[config.mk]
export PLATFORM = sky130hd
export DESIGN_NAME = tosc_top
export DESIGN_NICKNAME = d
export VERILOG_FILES = /design/src/verilog/tosc_pkg.sv /design/src/verilog/tosc_top.sv
export SDC_FILE = /design/constraint.sdc
export NUM_CORES = 1
export LEC_CHECK = 0
export BUFFER_PORTS_ARGS = -buffer_cell sky130_fd_sc_hd__buf_2
export CELL_PAD_IN_SITES_DETAIL_PLACEMENT = 2
export CELL_PAD_IN_SITES_GLOBAL_PLACEMENT = 2
export CORE_UTILIZATION = 30
export DETAILED_ROUTE_END_ITERATION = 6
export PLACE_DENSITY_LB_ADDON = 0.1
export SLEW_MARGIN = 20
export SYNTH_ARGS = -nofsm -noshare
export SYNTH_HDL_FRONTEND = slang
export SYNTH_SLANG_ARGS = --single-unit
[constraint.sdc]
create_clock -name mclk_i -period 2.3 [get_ports mclk_i]
set_input_delay 0.46 -clock mclk_i [delete_from_list [all_inputs] [get_ports mclk_i]]
set_output_delay 0.46 -clock mclk_i [all_outputs]
set_load 0.005 [all_outputs]
[src/verilog/tosc_pkg.sv]
// Package of register map, field positions and types for the timer output and start control block
package tosc_pkg;

  // ==========================================================================
  // Register offsets (byte addresses on the Avalon-MM slave)
  // ==========================================================================
  localparam logic [3:0] TOSC_OFS_PORT0_LATCH = 4'h0; // port0_output_latch
  localparam logic [3:0] TOSC_OFS_PORT0_DIR   = 4'h4; // port0_direction
  localparam logic [3:0] TOSC_OFS_IRQ_FLAGS = 4'h8; // interrupt_request_flags_low
  localparam logic [3:0] TOSC_OFS_IRQ_MASK  = 4'hC; // interrupt_mask_flags_low
  // Second page of the map
  localparam logic [3:0] TOSC_OFS_START     = 4'h0; // channel_start_trigger, write only
  localparam logic [3:0] TOSC_OFS_OUT_CTL   = 4'h4; // Output enable bits
  localparam logic [3:0] TOSC_OFS_OUT_VAL   = 4'h8; // Output value bits
  localparam logic [3:0] TOSC_OFS_STATUS    = 4'hC; // Enable status, read only
  localparam logic [3:0] TOSC_OFS_MODE      = 4'h0; // Channel 1 output mode (third page)
  localparam logic [1:0] TOSC_PAGE_A        = 2'h0;
  localparam logic [1:0] TOSC_PAGE_B        = 2'h1;
  localparam logic [1:0] TOSC_PAGE_C        = 2'h2;

  // ==========================================================================
  // Field positions and reset values
  // ==========================================================================
  localparam int unsigned TOSC_PIN4_BIT     = 4;  // pin4 in port 0 registers
  localparam int unsigned TOSC_CH0_IRQ_BIT  = 7;  // ch0 flag and mask bit
  localparam int unsigned TOSC_CH0_BIT      = 0;  // Channel 0 in per-channel registers
  localparam int unsigned TOSC_CH1_BIT      = 1;  // Channel 1 in per-channel registers
  localparam logic [7:0]  TOSC_PORT0_RST    = 8'h00;
  localparam logic [7:0]  TOSC_DIR_RST      = 8'hFF; // All pins input after reset
  localparam logic [7:0]  TOSC_FLAG_RST     = 8'h00;
  localparam logic [7:0]  TOSC_MASK_RST     = 8'hFF; // All sources masked after reset
  localparam logic [31:0] TOSC_UNMAPPED     = 32'h0000_0000;

  // Bus access types
  typedef struct packed {
    logic        read;
    logic        write;
    logic [5:0]  address;
    logic [3:0]  byteenable;
    logic [31:0] writedata;
  } tosc_bus_req_t;

  typedef struct packed {
    logic        pin_o;
    logic        pin_oe;
  } tosc_pin_t;

  // Whole block state
  typedef struct packed {
    logic [7:0]  port0_latch;
    logic [7:0]  port0_dir;
    logic [7:0]  irq_flags;
    logic [7:0]  irq_mask;
    logic [1:0]  out_en;
    logic [1:0]  out_val;
    logic [1:0]  en_status;
    logic        ch1_slave;
    logic        ack;
    logic [31:0] rdata;
    tosc_pin_t   pin0;
    tosc_pin_t   pin1;
  } tosc_state_t;

endpackage : tosc_pkg

[src/verilog/tosc_top.sv]
// Timer output gating, pin direction, ch0 interrupt flag/mask and start trigger logic
// What this block does
// - Output enable 0: software writes ch0 output value, pin shows that bit.
// - Output enable 1: software writes to ch0 output value ignored; timer drives it.
// - Output enable 1: ch0 pin carries the timer square wave; only the ch1 pin carries a PWM waveform, in slave mode.
// - Direction bit 4 at 0 enables pin buffer; at 1 pin is input, buffer off.
// - ch0 interrupt flag in bit 7 reads 1 while a request pends, else 0.
// - ch0 mask bit 7 at 0 allows servicing, at 1 blocks it.
// - Writing 1 to a start bit sets that channel's enable status; 0 does nothing.
// - Actual counting start after enable follows the channel's operating mode.
// - Slave mode: ch1 output set by master count end, reset by slave count end.
// - Duty equals slave compare over master period plus one.
//
// Decided for this implementation: the register addresses and the Avalon-MM slave port.
`timescale 1ns/1ps

module tosc_top
  import tosc_pkg::*;
(
  input  wire logic        mclk_i,              // 250 MHz clock
  input  wire logic        rst_i,               // Synchronous reset, high
  input  wire logic        ce_i,                // Clock enable, freezes state when low
  input  wire logic [5:0]  avs_address_i,       // Byte address
  input  wire logic        avs_read_i,          // Read request
  input  wire logic        avs_write_i,         // Write request
  input  wire logic [3:0]  avs_byteenable_i,    // Byte lanes
  input  wire logic [31:0] avs_writedata_i,     // Write data
  output logic      [31:0] avs_readdata_o,      // Read data
  output logic             avs_waitrequest_o,   // Low when access completes
  input  wire logic        ch0_count_end_irq_i, // Pulse: ch0 period end (master)
  input  wire logic        ch1_count_end_irq_i, // Pulse: ch1 compare match (slave)
  output logic      [1:0]  ch_start_o,          // Pulse: start trigger to counters
  output logic      [1:0]  ch_enable_status_o,  // Enable status per channel
  output logic             ch0_pin_o,           // ch0 pin output level
  output logic             ch0_pin_oe_o,        // ch0 pin buffer enable
  output logic             ch1_pin_o,           // ch1 pin output level
  output logic             ch1_pin_oe_o,        // ch1 pin buffer enable
  output logic             irq_o                // Level interrupt
);

  // ==========================================================================
  // State
  // ==========================================================================
  tosc_state_t   st_r;
  tosc_state_t   st_nxt;
  tosc_bus_req_t req;
  logic [1:0]    start_nxt;
  logic [1:0]    start_r;
  logic [1:0]    ch0_sync_r;  // Sync pair for ch0 event from counter domain boundary
  logic [1:0]    ch1_sync_r;
  logic          ch0_evt_q_r;
  logic          ch1_evt_q_r;
  logic          ch0_evt;
  logic          ch1_evt;
  logic [1:0]    page;
  logic [3:0]    ofs;
  logic [7:0]    wbyte;
  logic          wr_hit;
  logic          rd_hit;

  assign req = '{read: avs_read_i, write: avs_write_i, address: avs_address_i,
                 byteenable: avs_byteenable_i, writedata: avs_writedata_i};
  assign page  = req.address[5:4];
  assign ofs   = req.address[3:0];
  assign wbyte = req.writedata[7:0];
  // Only the low lane carries register data; other lanes are ignored
  assign wr_hit = req.write && req.byteenable[0] && !st_r.ack;
  assign rd_hit = req.read && !st_r.ack;

  // ==========================================================================
  // Event synchronisers and edge detect
  // ==========================================================================
  // Count-end signals come from the counter array pins; treat as asynchronous
  // levels and detect rising edges only after two flops.
  always_ff @(posedge mclk_i) begin
    if (rst_i) begin
      ch0_sync_r  <= 2'h0;
      ch1_sync_r  <= 2'h0;
      ch0_evt_q_r <= 1'b0;
      ch1_evt_q_r <= 1'b0;
    end else if (ce_i) begin
      ch0_sync_r  <= {ch0_sync_r[0], ch0_count_end_irq_i};
      ch1_sync_r  <= {ch1_sync_r[0], ch1_count_end_irq_i};
      ch0_evt_q_r <= ch0_sync_r[1];
      ch1_evt_q_r <= ch1_sync_r[1];
    end
  end

  assign ch0_evt = ch0_sync_r[1] && !ch0_evt_q_r;
  assign ch1_evt = ch1_sync_r[1] && !ch1_evt_q_r;

  // ==========================================================================
  // Next-state logic
  // ==========================================================================
  always_comb begin
    st_nxt    = st_r;
    start_nxt = 2'h0;
    st_nxt.ack   = 1'b0;
    st_nxt.rdata = st_r.rdata;

    // Bus writes: one-cycle wait then acknowledge
    if (wr_hit) begin
      st_nxt.ack = 1'b1;
      if (page == TOSC_PAGE_A) begin
        case (ofs)
          TOSC_OFS_PORT0_LATCH: st_nxt.port0_latch = wbyte;
          TOSC_OFS_PORT0_DIR:   st_nxt.port0_dir   = wbyte;
          TOSC_OFS_IRQ_FLAGS: st_nxt.irq_flags = wbyte;
          TOSC_OFS_IRQ_MASK:  st_nxt.irq_mask  = wbyte;
          default: ;
        endcase
      end else if (page == TOSC_PAGE_B) begin
        case (ofs)
          TOSC_OFS_START: begin
            // Only ones act; zeros leave enable status alone
            st_nxt.en_status = st_r.en_status | wbyte[1:0];
            start_nxt        = wbyte[1:0];
          end
          TOSC_OFS_OUT_CTL: st_nxt.out_en = wbyte[1:0];
          TOSC_OFS_OUT_VAL: begin
            // Each channel's value bit is writable only with its output disabled
            for (int i = 0; i < 2; i++) begin
              if (!st_r.out_en[i]) begin
                st_nxt.out_val[i] = wbyte[i];
              end
            end
          end
          default: ;
        endcase
      end else if (page == TOSC_PAGE_C && ofs == TOSC_OFS_MODE) begin
        st_nxt.ch1_slave = wbyte[TOSC_CH0_BIT];
      end
    end else if (rd_hit) begin
      st_nxt.ack   = 1'b1;
      st_nxt.rdata = TOSC_UNMAPPED;
      if (page == TOSC_PAGE_A) begin
        case (ofs)
          TOSC_OFS_PORT0_LATCH: st_nxt.rdata[7:0] = st_r.port0_latch;
          TOSC_OFS_PORT0_DIR:   st_nxt.rdata[7:0] = st_r.port0_dir;
          TOSC_OFS_IRQ_FLAGS: begin
            st_nxt.rdata[7:0] = st_r.irq_flags;
            st_nxt.irq_flags  = TOSC_FLAG_RST;                // Read clears sticky bits
          end
          TOSC_OFS_IRQ_MASK:  st_nxt.rdata[7:0] = st_r.irq_mask;
          default: ;
        endcase
      end else if (page == TOSC_PAGE_B) begin
        case (ofs)
          TOSC_OFS_OUT_CTL: st_nxt.rdata[1:0] = st_r.out_en;
          TOSC_OFS_OUT_VAL: st_nxt.rdata[1:0] = st_r.out_val;
          TOSC_OFS_STATUS:  st_nxt.rdata[1:0] = st_r.en_status;
          default: ;
        endcase
      end else if (page == TOSC_PAGE_C && ofs == TOSC_OFS_MODE) begin
        st_nxt.rdata[0] = st_r.ch1_slave;
      end
    end

    // Hardware set wins over a software clear in the same cycle
    if (ch0_evt) begin
      st_nxt.irq_flags[TOSC_CH0_IRQ_BIT] = 1'b1;
    end

    // Timer drives the output value while the output is enabled
    if (st_r.out_en[TOSC_CH0_BIT] && st_r.en_status[TOSC_CH0_BIT] && ch0_evt) begin
      st_nxt.out_val[TOSC_CH0_BIT] = !st_r.out_val[TOSC_CH0_BIT];
    end
    if (st_r.out_en[TOSC_CH1_BIT] && st_r.en_status[TOSC_CH1_BIT]) begin
      if (st_r.ch1_slave) begin
        // Reset after set: a coincident compare of zero gives 0% duty
        if (ch0_evt) begin
          st_nxt.out_val[TOSC_CH1_BIT] = 1'b1;
        end
        if (ch1_evt) begin
          st_nxt.out_val[TOSC_CH1_BIT] = 1'b0;
        end
      end else if (ch1_evt) begin
        st_nxt.out_val[TOSC_CH1_BIT] = !st_r.out_val[TOSC_CH1_BIT];
      end
    end

    // Pin drivers registered from the value and direction bits
    st_nxt.pin0.pin_o  = st_nxt.out_val[TOSC_CH0_BIT];
    st_nxt.pin0.pin_oe = !st_nxt.port0_dir[TOSC_PIN4_BIT];
    st_nxt.pin1.pin_o  = st_nxt.out_val[TOSC_CH1_BIT];
    st_nxt.pin1.pin_oe = !st_nxt.port0_dir[TOSC_PIN4_BIT + 1];
  end

  // ==========================================================================
  // State register
  // ==========================================================================
  always_ff @(posedge mclk_i) begin
    if (rst_i) begin
      st_r           <= '0;
      st_r.port0_latch <= TOSC_PORT0_RST;
      st_r.port0_dir   <= TOSC_DIR_RST;
      st_r.irq_flags <= TOSC_FLAG_RST;
      st_r.irq_mask  <= TOSC_MASK_RST;
      start_r        <= 2'h0;
    end else if (ce_i) begin
      st_r    <= st_nxt;
      start_r <= start_nxt;
    end
  end

  // ==========================================================================
  // Outputs
  // ==========================================================================
  assign avs_readdata_o     = st_r.rdata;
  assign avs_waitrequest_o  = !st_r.ack;
  assign ch_start_o         = start_r;
  assign ch_enable_status_o = st_r.en_status;
  assign ch0_pin_o          = st_r.pin0.pin_o;
  assign ch0_pin_oe_o       = st_r.pin0.pin_oe;
  assign ch1_pin_o          = st_r.pin1.pin_o;
  assign ch1_pin_oe_o       = st_r.pin1.pin_oe;
  // Mask bit 0 lets the pending flag through
  assign irq_o = |(st_r.irq_flags & ~st_r.irq_mask);

endmodule : tosc_top

==> summary by stage <==
Outcome
The run finished with clean final reports.

STA
The final worst clock skew is 7.10 ps. Timing would allow up to 520 MHz. The slew at the pin closest to its max-slew limit is 503 ps.

The number of pins exceeding their max-slew limit in the final report is 0. The number of hold violations in the final report was 0. Across all hold checks on the routed design, the worst slack comes to 366 ps. Setup violations remaining at the end of the flow were counted as 0.

Dividing the final minimum period by the clock period gives 0.836. Summed over all failing endpoints, the final setup total negative slack is 0 ps. The final period demand of the worst path is 1920 ps. The worst slew margin relative to its limit is 0.660. Setup repair after global routing left no endpoint under its margin.

Clock tree
The CTS H-tree depth is 3. The clock net sink count is 58. The cell sitting at the root of the clock tree is a sky130_fd_sc_hd__clkbuf_8. Once the clock tree was built, the setup fixing pass inserted 0 buffers. The clock-pin slew on the worst setup and hold paths is 70 ps. TritonCTS built the clock tree. The clock passes through at most 2 buffers.

In this run, CTS created clock tree buffers numbering 9. The post-cts sizing count is 0. Clock latency on the worst-skew pair, taken at its later pin, is 340 ps. The cts-stage hold buffer count is 0.

Yosys
The count of warnings emitted by yosys is 0. The count of unique library cells instantiated by Yosys is 46. The flip-flop and latch count after synthesis is 58. The complex-gate fraction of the synthesized area is 0.103.

The total standard cell area after synthesis is 2960 um^2. Dividing the synthesized area by the synthesized cell count gives 9.15 um^2. The cell count after synthesis came out at 323. The number of enable flip-flop cells after synthesis is 0.

The synthesized-area fraction occupied by xor and xnor cells is 0. After synthesis, the largest family of logic cells by area is simple AND/OR/NAND/NOR gates. In the synthesized netlist the dominant register cell turns out to be sky130_fd_sc_hd__dfxtp_1. The portion of synthesized area spent on multiplexers is 0.180. The adder-cell share of the synthesized area is 0. The share of the Yosys chip area taken by registers is 0.393. The proportion of register bits with asynchronous set or reset after synthesis is 0. Of the total synthesized cell area, the portion taken by AND, OR, NAND and NOR gates is 0.192.

GRT
In the global route stage, overall resource usage came out at 0.183. The pin count of the biggest net entering global routing is 43. The first global-routing pass estimated 14000 um of wire.

The number of global-route vias before repair is 2524. For this run the aggregate overflow at the end of global routing stands at 0. The number of antenna violations at the first check in global routing was 0.

Final layout
The library cell used most frequently in the layout, excluding fill and tap cells, is sky130_fd_sc_hd__dfxtp_1. With fillers left out, the area of the finished cells amounts to 3410 um^2. Of the cells placed in the final design, the portion with a size suffix greater than 1 is 0.236.

The repair_antennas step left the layout with diodes totalling 0. The library cells used most frequently in the layout, excluding fill and tap cells, are 58 x sky130_fd_sc_hd__dfxtp_1, 39 x sky130_fd_sc_hd__buf_2, 33 x sky130_fd_sc_hd__mux2i_1. The count of filler cells inserted in the layout is 1077. The net count of the finished layout is 408. The area growth from synthesis to layout is 15.3%.

Floorplanning
The die covers 10300 um^2. In this run the core area contains 35 standard-cell rows. The floorplan step defined a core boundary enclosing 9370 um^2.

The width of the die is 101 um. During I/O placement, the number of pins put on the boundary was 91. The starting density of the core is 0.315. The die span in y is 101 um.

Route
The first detailed-routing pass ran for 4 iterations. The total number of vias is 2444. The via density per instance is 4.96.

In the final routed layout, each cell accounts on average for 17.2 um. The number of nets still failing antenna checks after routing is 0. The sum of routed wire length over all layers is 8500 um. The violation count after the first detailed-route iteration is 62.

In the routed design, unresolved DRC markers number 0.

Worst setup path
The signal on the critical path passes through o22ai_1, or4_1, buf_2. The endpoint identified for the worst register-to-register timing path is st_r[52]$_SDFFE_PP0P_. Of all nets on the critical path, the largest fanout is 3.

The startpoint type of the worst setup path is a register. The endpoint type of the worst setup path is an output pin. The start point of the critical path is st_r[49]$_SDFFE_PP1P_. By startpoint and endpoint, the worst setup path is classified as reg2out.

The number of cells traversed by the worst register-to-register path is 5. The setup slack on the worst flop-to-flop path is 590 ps. The slowest cell on the critical path is sky130_fd_sc_hd__or4_1. The arrival time reported for the critical path endpoint is 1460 ps.

In this run the critical register-to-register path is launched from st_r[36]$_SDFFE_PP0P_. In this run the worst setup path terminates at irq_o. For this run, the slowest stage of the critical path takes 510 ps. The required time at the worst-slack endpoint is 1840 ps.

Place
At the end of routability-driven placement, the weighted congestion stood at 0.714. After detailed placement, the total cell area comes to 3190 um^2. The post-detailed-placement half-perimeter wirelength is 6120 um. Input and output buffers added on the ports amount to 39.

Power and ir drop
The analysis attributes to cell leakage a power of 1.45 nW. For this design the total switching power over the nets is 0.000550 W. The clock share of power is 0.470. Power spread over the standard cell area amounts to 664 nW/um^2. The proportion of power drawn by combinational gates is 0.079.

Of the total power, registers draw 0.451. IR analysis of the VDD net gives a maximum drop of 0.236 mV. Cell internal power was estimated by the tool at 0.00171 W. The share of total power consumed by net switching is 0.243.

Worst hold path
The kind of path behind the tightest hold check is in2reg.

Run
The number of violations of the max-capacitance limit is 0.
-- synth_stat cells, types with 6 or more instances --
| master | n | area share |
|---|---|---|
| sky130_fd_sc_hd__clkbuf_1 | 14 | 0.018 |
| sky130_fd_sc_hd__dfxtp_1 | 58 | 0.39 |
| sky130_fd_sc_hd__nand2_1 | 30 | 0.038 |
| sky130_fd_sc_hd__buf_4 | 34 | 0.086 |
| sky130_fd_sc_hd__nand3_1 | 11 | 0.019 |
| sky130_fd_sc_hd__nand4_1 | 6 | 0.013 |
| sky130_fd_sc_hd__inv_1 | 14 | 0.018 |
| sky130_fd_sc_hd__nand2b_1 | 6 | 0.013 |
| sky130_fd_sc_hd__a22oi_1 | 7 | 0.018 |
| sky130_fd_sc_hd__nor2_1 | 30 | 0.038 |
| sky130_fd_sc_hd__mux4_2 | 8 | 0.061 |
| sky130_fd_sc_hd__a21oi_1 | 16 | 0.027 |
| sky130_fd_sc_hd__mux2i_1 | 33 | 0.11 |
-- sequential cells by signal, indices dropped and copies added, names as in the netlist --
signal and flops:
avs_readdata_o 8, ch0_evt_q_r 1, ch0_pin_oe_o 1, ch0_sync_r 2, ch1_evt_q_r 1, ch1_pin_oe_o 1
ch1_sync_r 2, ch_enable_status_o 2, ch_start_o 2, st_r 38
-- routing by layer --
layer | vias to the layer above | GRT usage | part of all wire
met5 | - | 0 | 0
met3 | 6 | 0.0455 | 0.041
met1 | 1226 | 0.247 | 0.50
met4 | 0 | 0.0435 | 0.0087
li1 | 1155 | - | -
met2 | 57 | 0.294 | 0.45
-- worst max-delay path, delay by kind of cell, from the launching register on --
kind                   cells  cell delay, ps
buffers and inverters      1             140
flip-flops                 1             370
AO/OA/AOI/OAI              1             110
AND/OR/NAND/NOR            1             510
-- kinds of logic after synthesis --
family	Yosys count
buffers and inverters	68
flip-flops	58
multiplexers	43
AO/OA/AOI/OAI	44
AND/OR/NAND/NOR	109
other	1
-- per-stage QoR --
step	instances	total power, W	setup slack, ps	utilization
2_1_floorplan	346	0.00118	325	-
3_3_place_gp	477	0.00122	92.5	0.340
3_5_place_dp	477	0.00122	108	0.340
4_1_cts	493	0.00229	344	0.364
5_1_grt	493	0.00237	299	0.364
6_report	493	0.00226	376	0.364
-- final cells by class --
| type | count | area [um^2] | area share |
|---|---|---|---|
| timing repair buffer | 55 | 315 | 0.0925 |
| clock inverter | 5 | 77.6 | 0.0228 |
| multi-input combinational | 220 | 1500 | 0.439 |
| sequential | 58 | 1160 | 0.341 |
| clock buffer | 11 | 141 | 0.0415 |
| inverter | 15 | 56.3 | 0.0165 |
| tap | 129 | 161 | 0.0474 |
-- power by group through the flow --
stage / registers (W) / clock network (W) / logic (W)
6_report: 0.00102 / 0.00106 / 0.000179
3_3_place_gp: 0.00104 / 0 / 0.000177
3_5_place_dp: 0.00104 / 0 / 0.000181
5_1_grt: 0.00102 / 0.00115 / 0.000198
4_1_cts: 0.00102 / 0.00109 / 0.000181
2_1_floorplan: 0.00104 / 0 / 0.000135
-- worst min-delay path by stage --
stage | depth (start not counted) | end | startpoint | slack [ps]
after detailed placement | 2 | ch0_pin_oe_o$_SDFFE_PP0P_ | ch0_pin_oe_o$_SDFFE_PP0P_ | 460
after global routing | 3 | st_r[47]$_SDFFE_PP1P_ | avs_writedata_i[3] | 380
after floorplan | 2 | st_r[66]$_SDFFE_PP1P_ | st_r[66]$_SDFFE_PP1P_ | 440
after CTS | 3 | ch1_sync_r[0]$_SDFFE_PP0P_ | ch1_count_end_irq_i | 360
final | 3 | ch1_sync_r[0]$_SDFFE_PP0P_ | ch1_count_end_irq_i | 370
after global placement | 2 | ch_start_o[0]$_SDFFE_PP0P_ | ch_start_o[0]$_SDFFE_PP0P_ | 450
(Power assumes the default switching activity.)
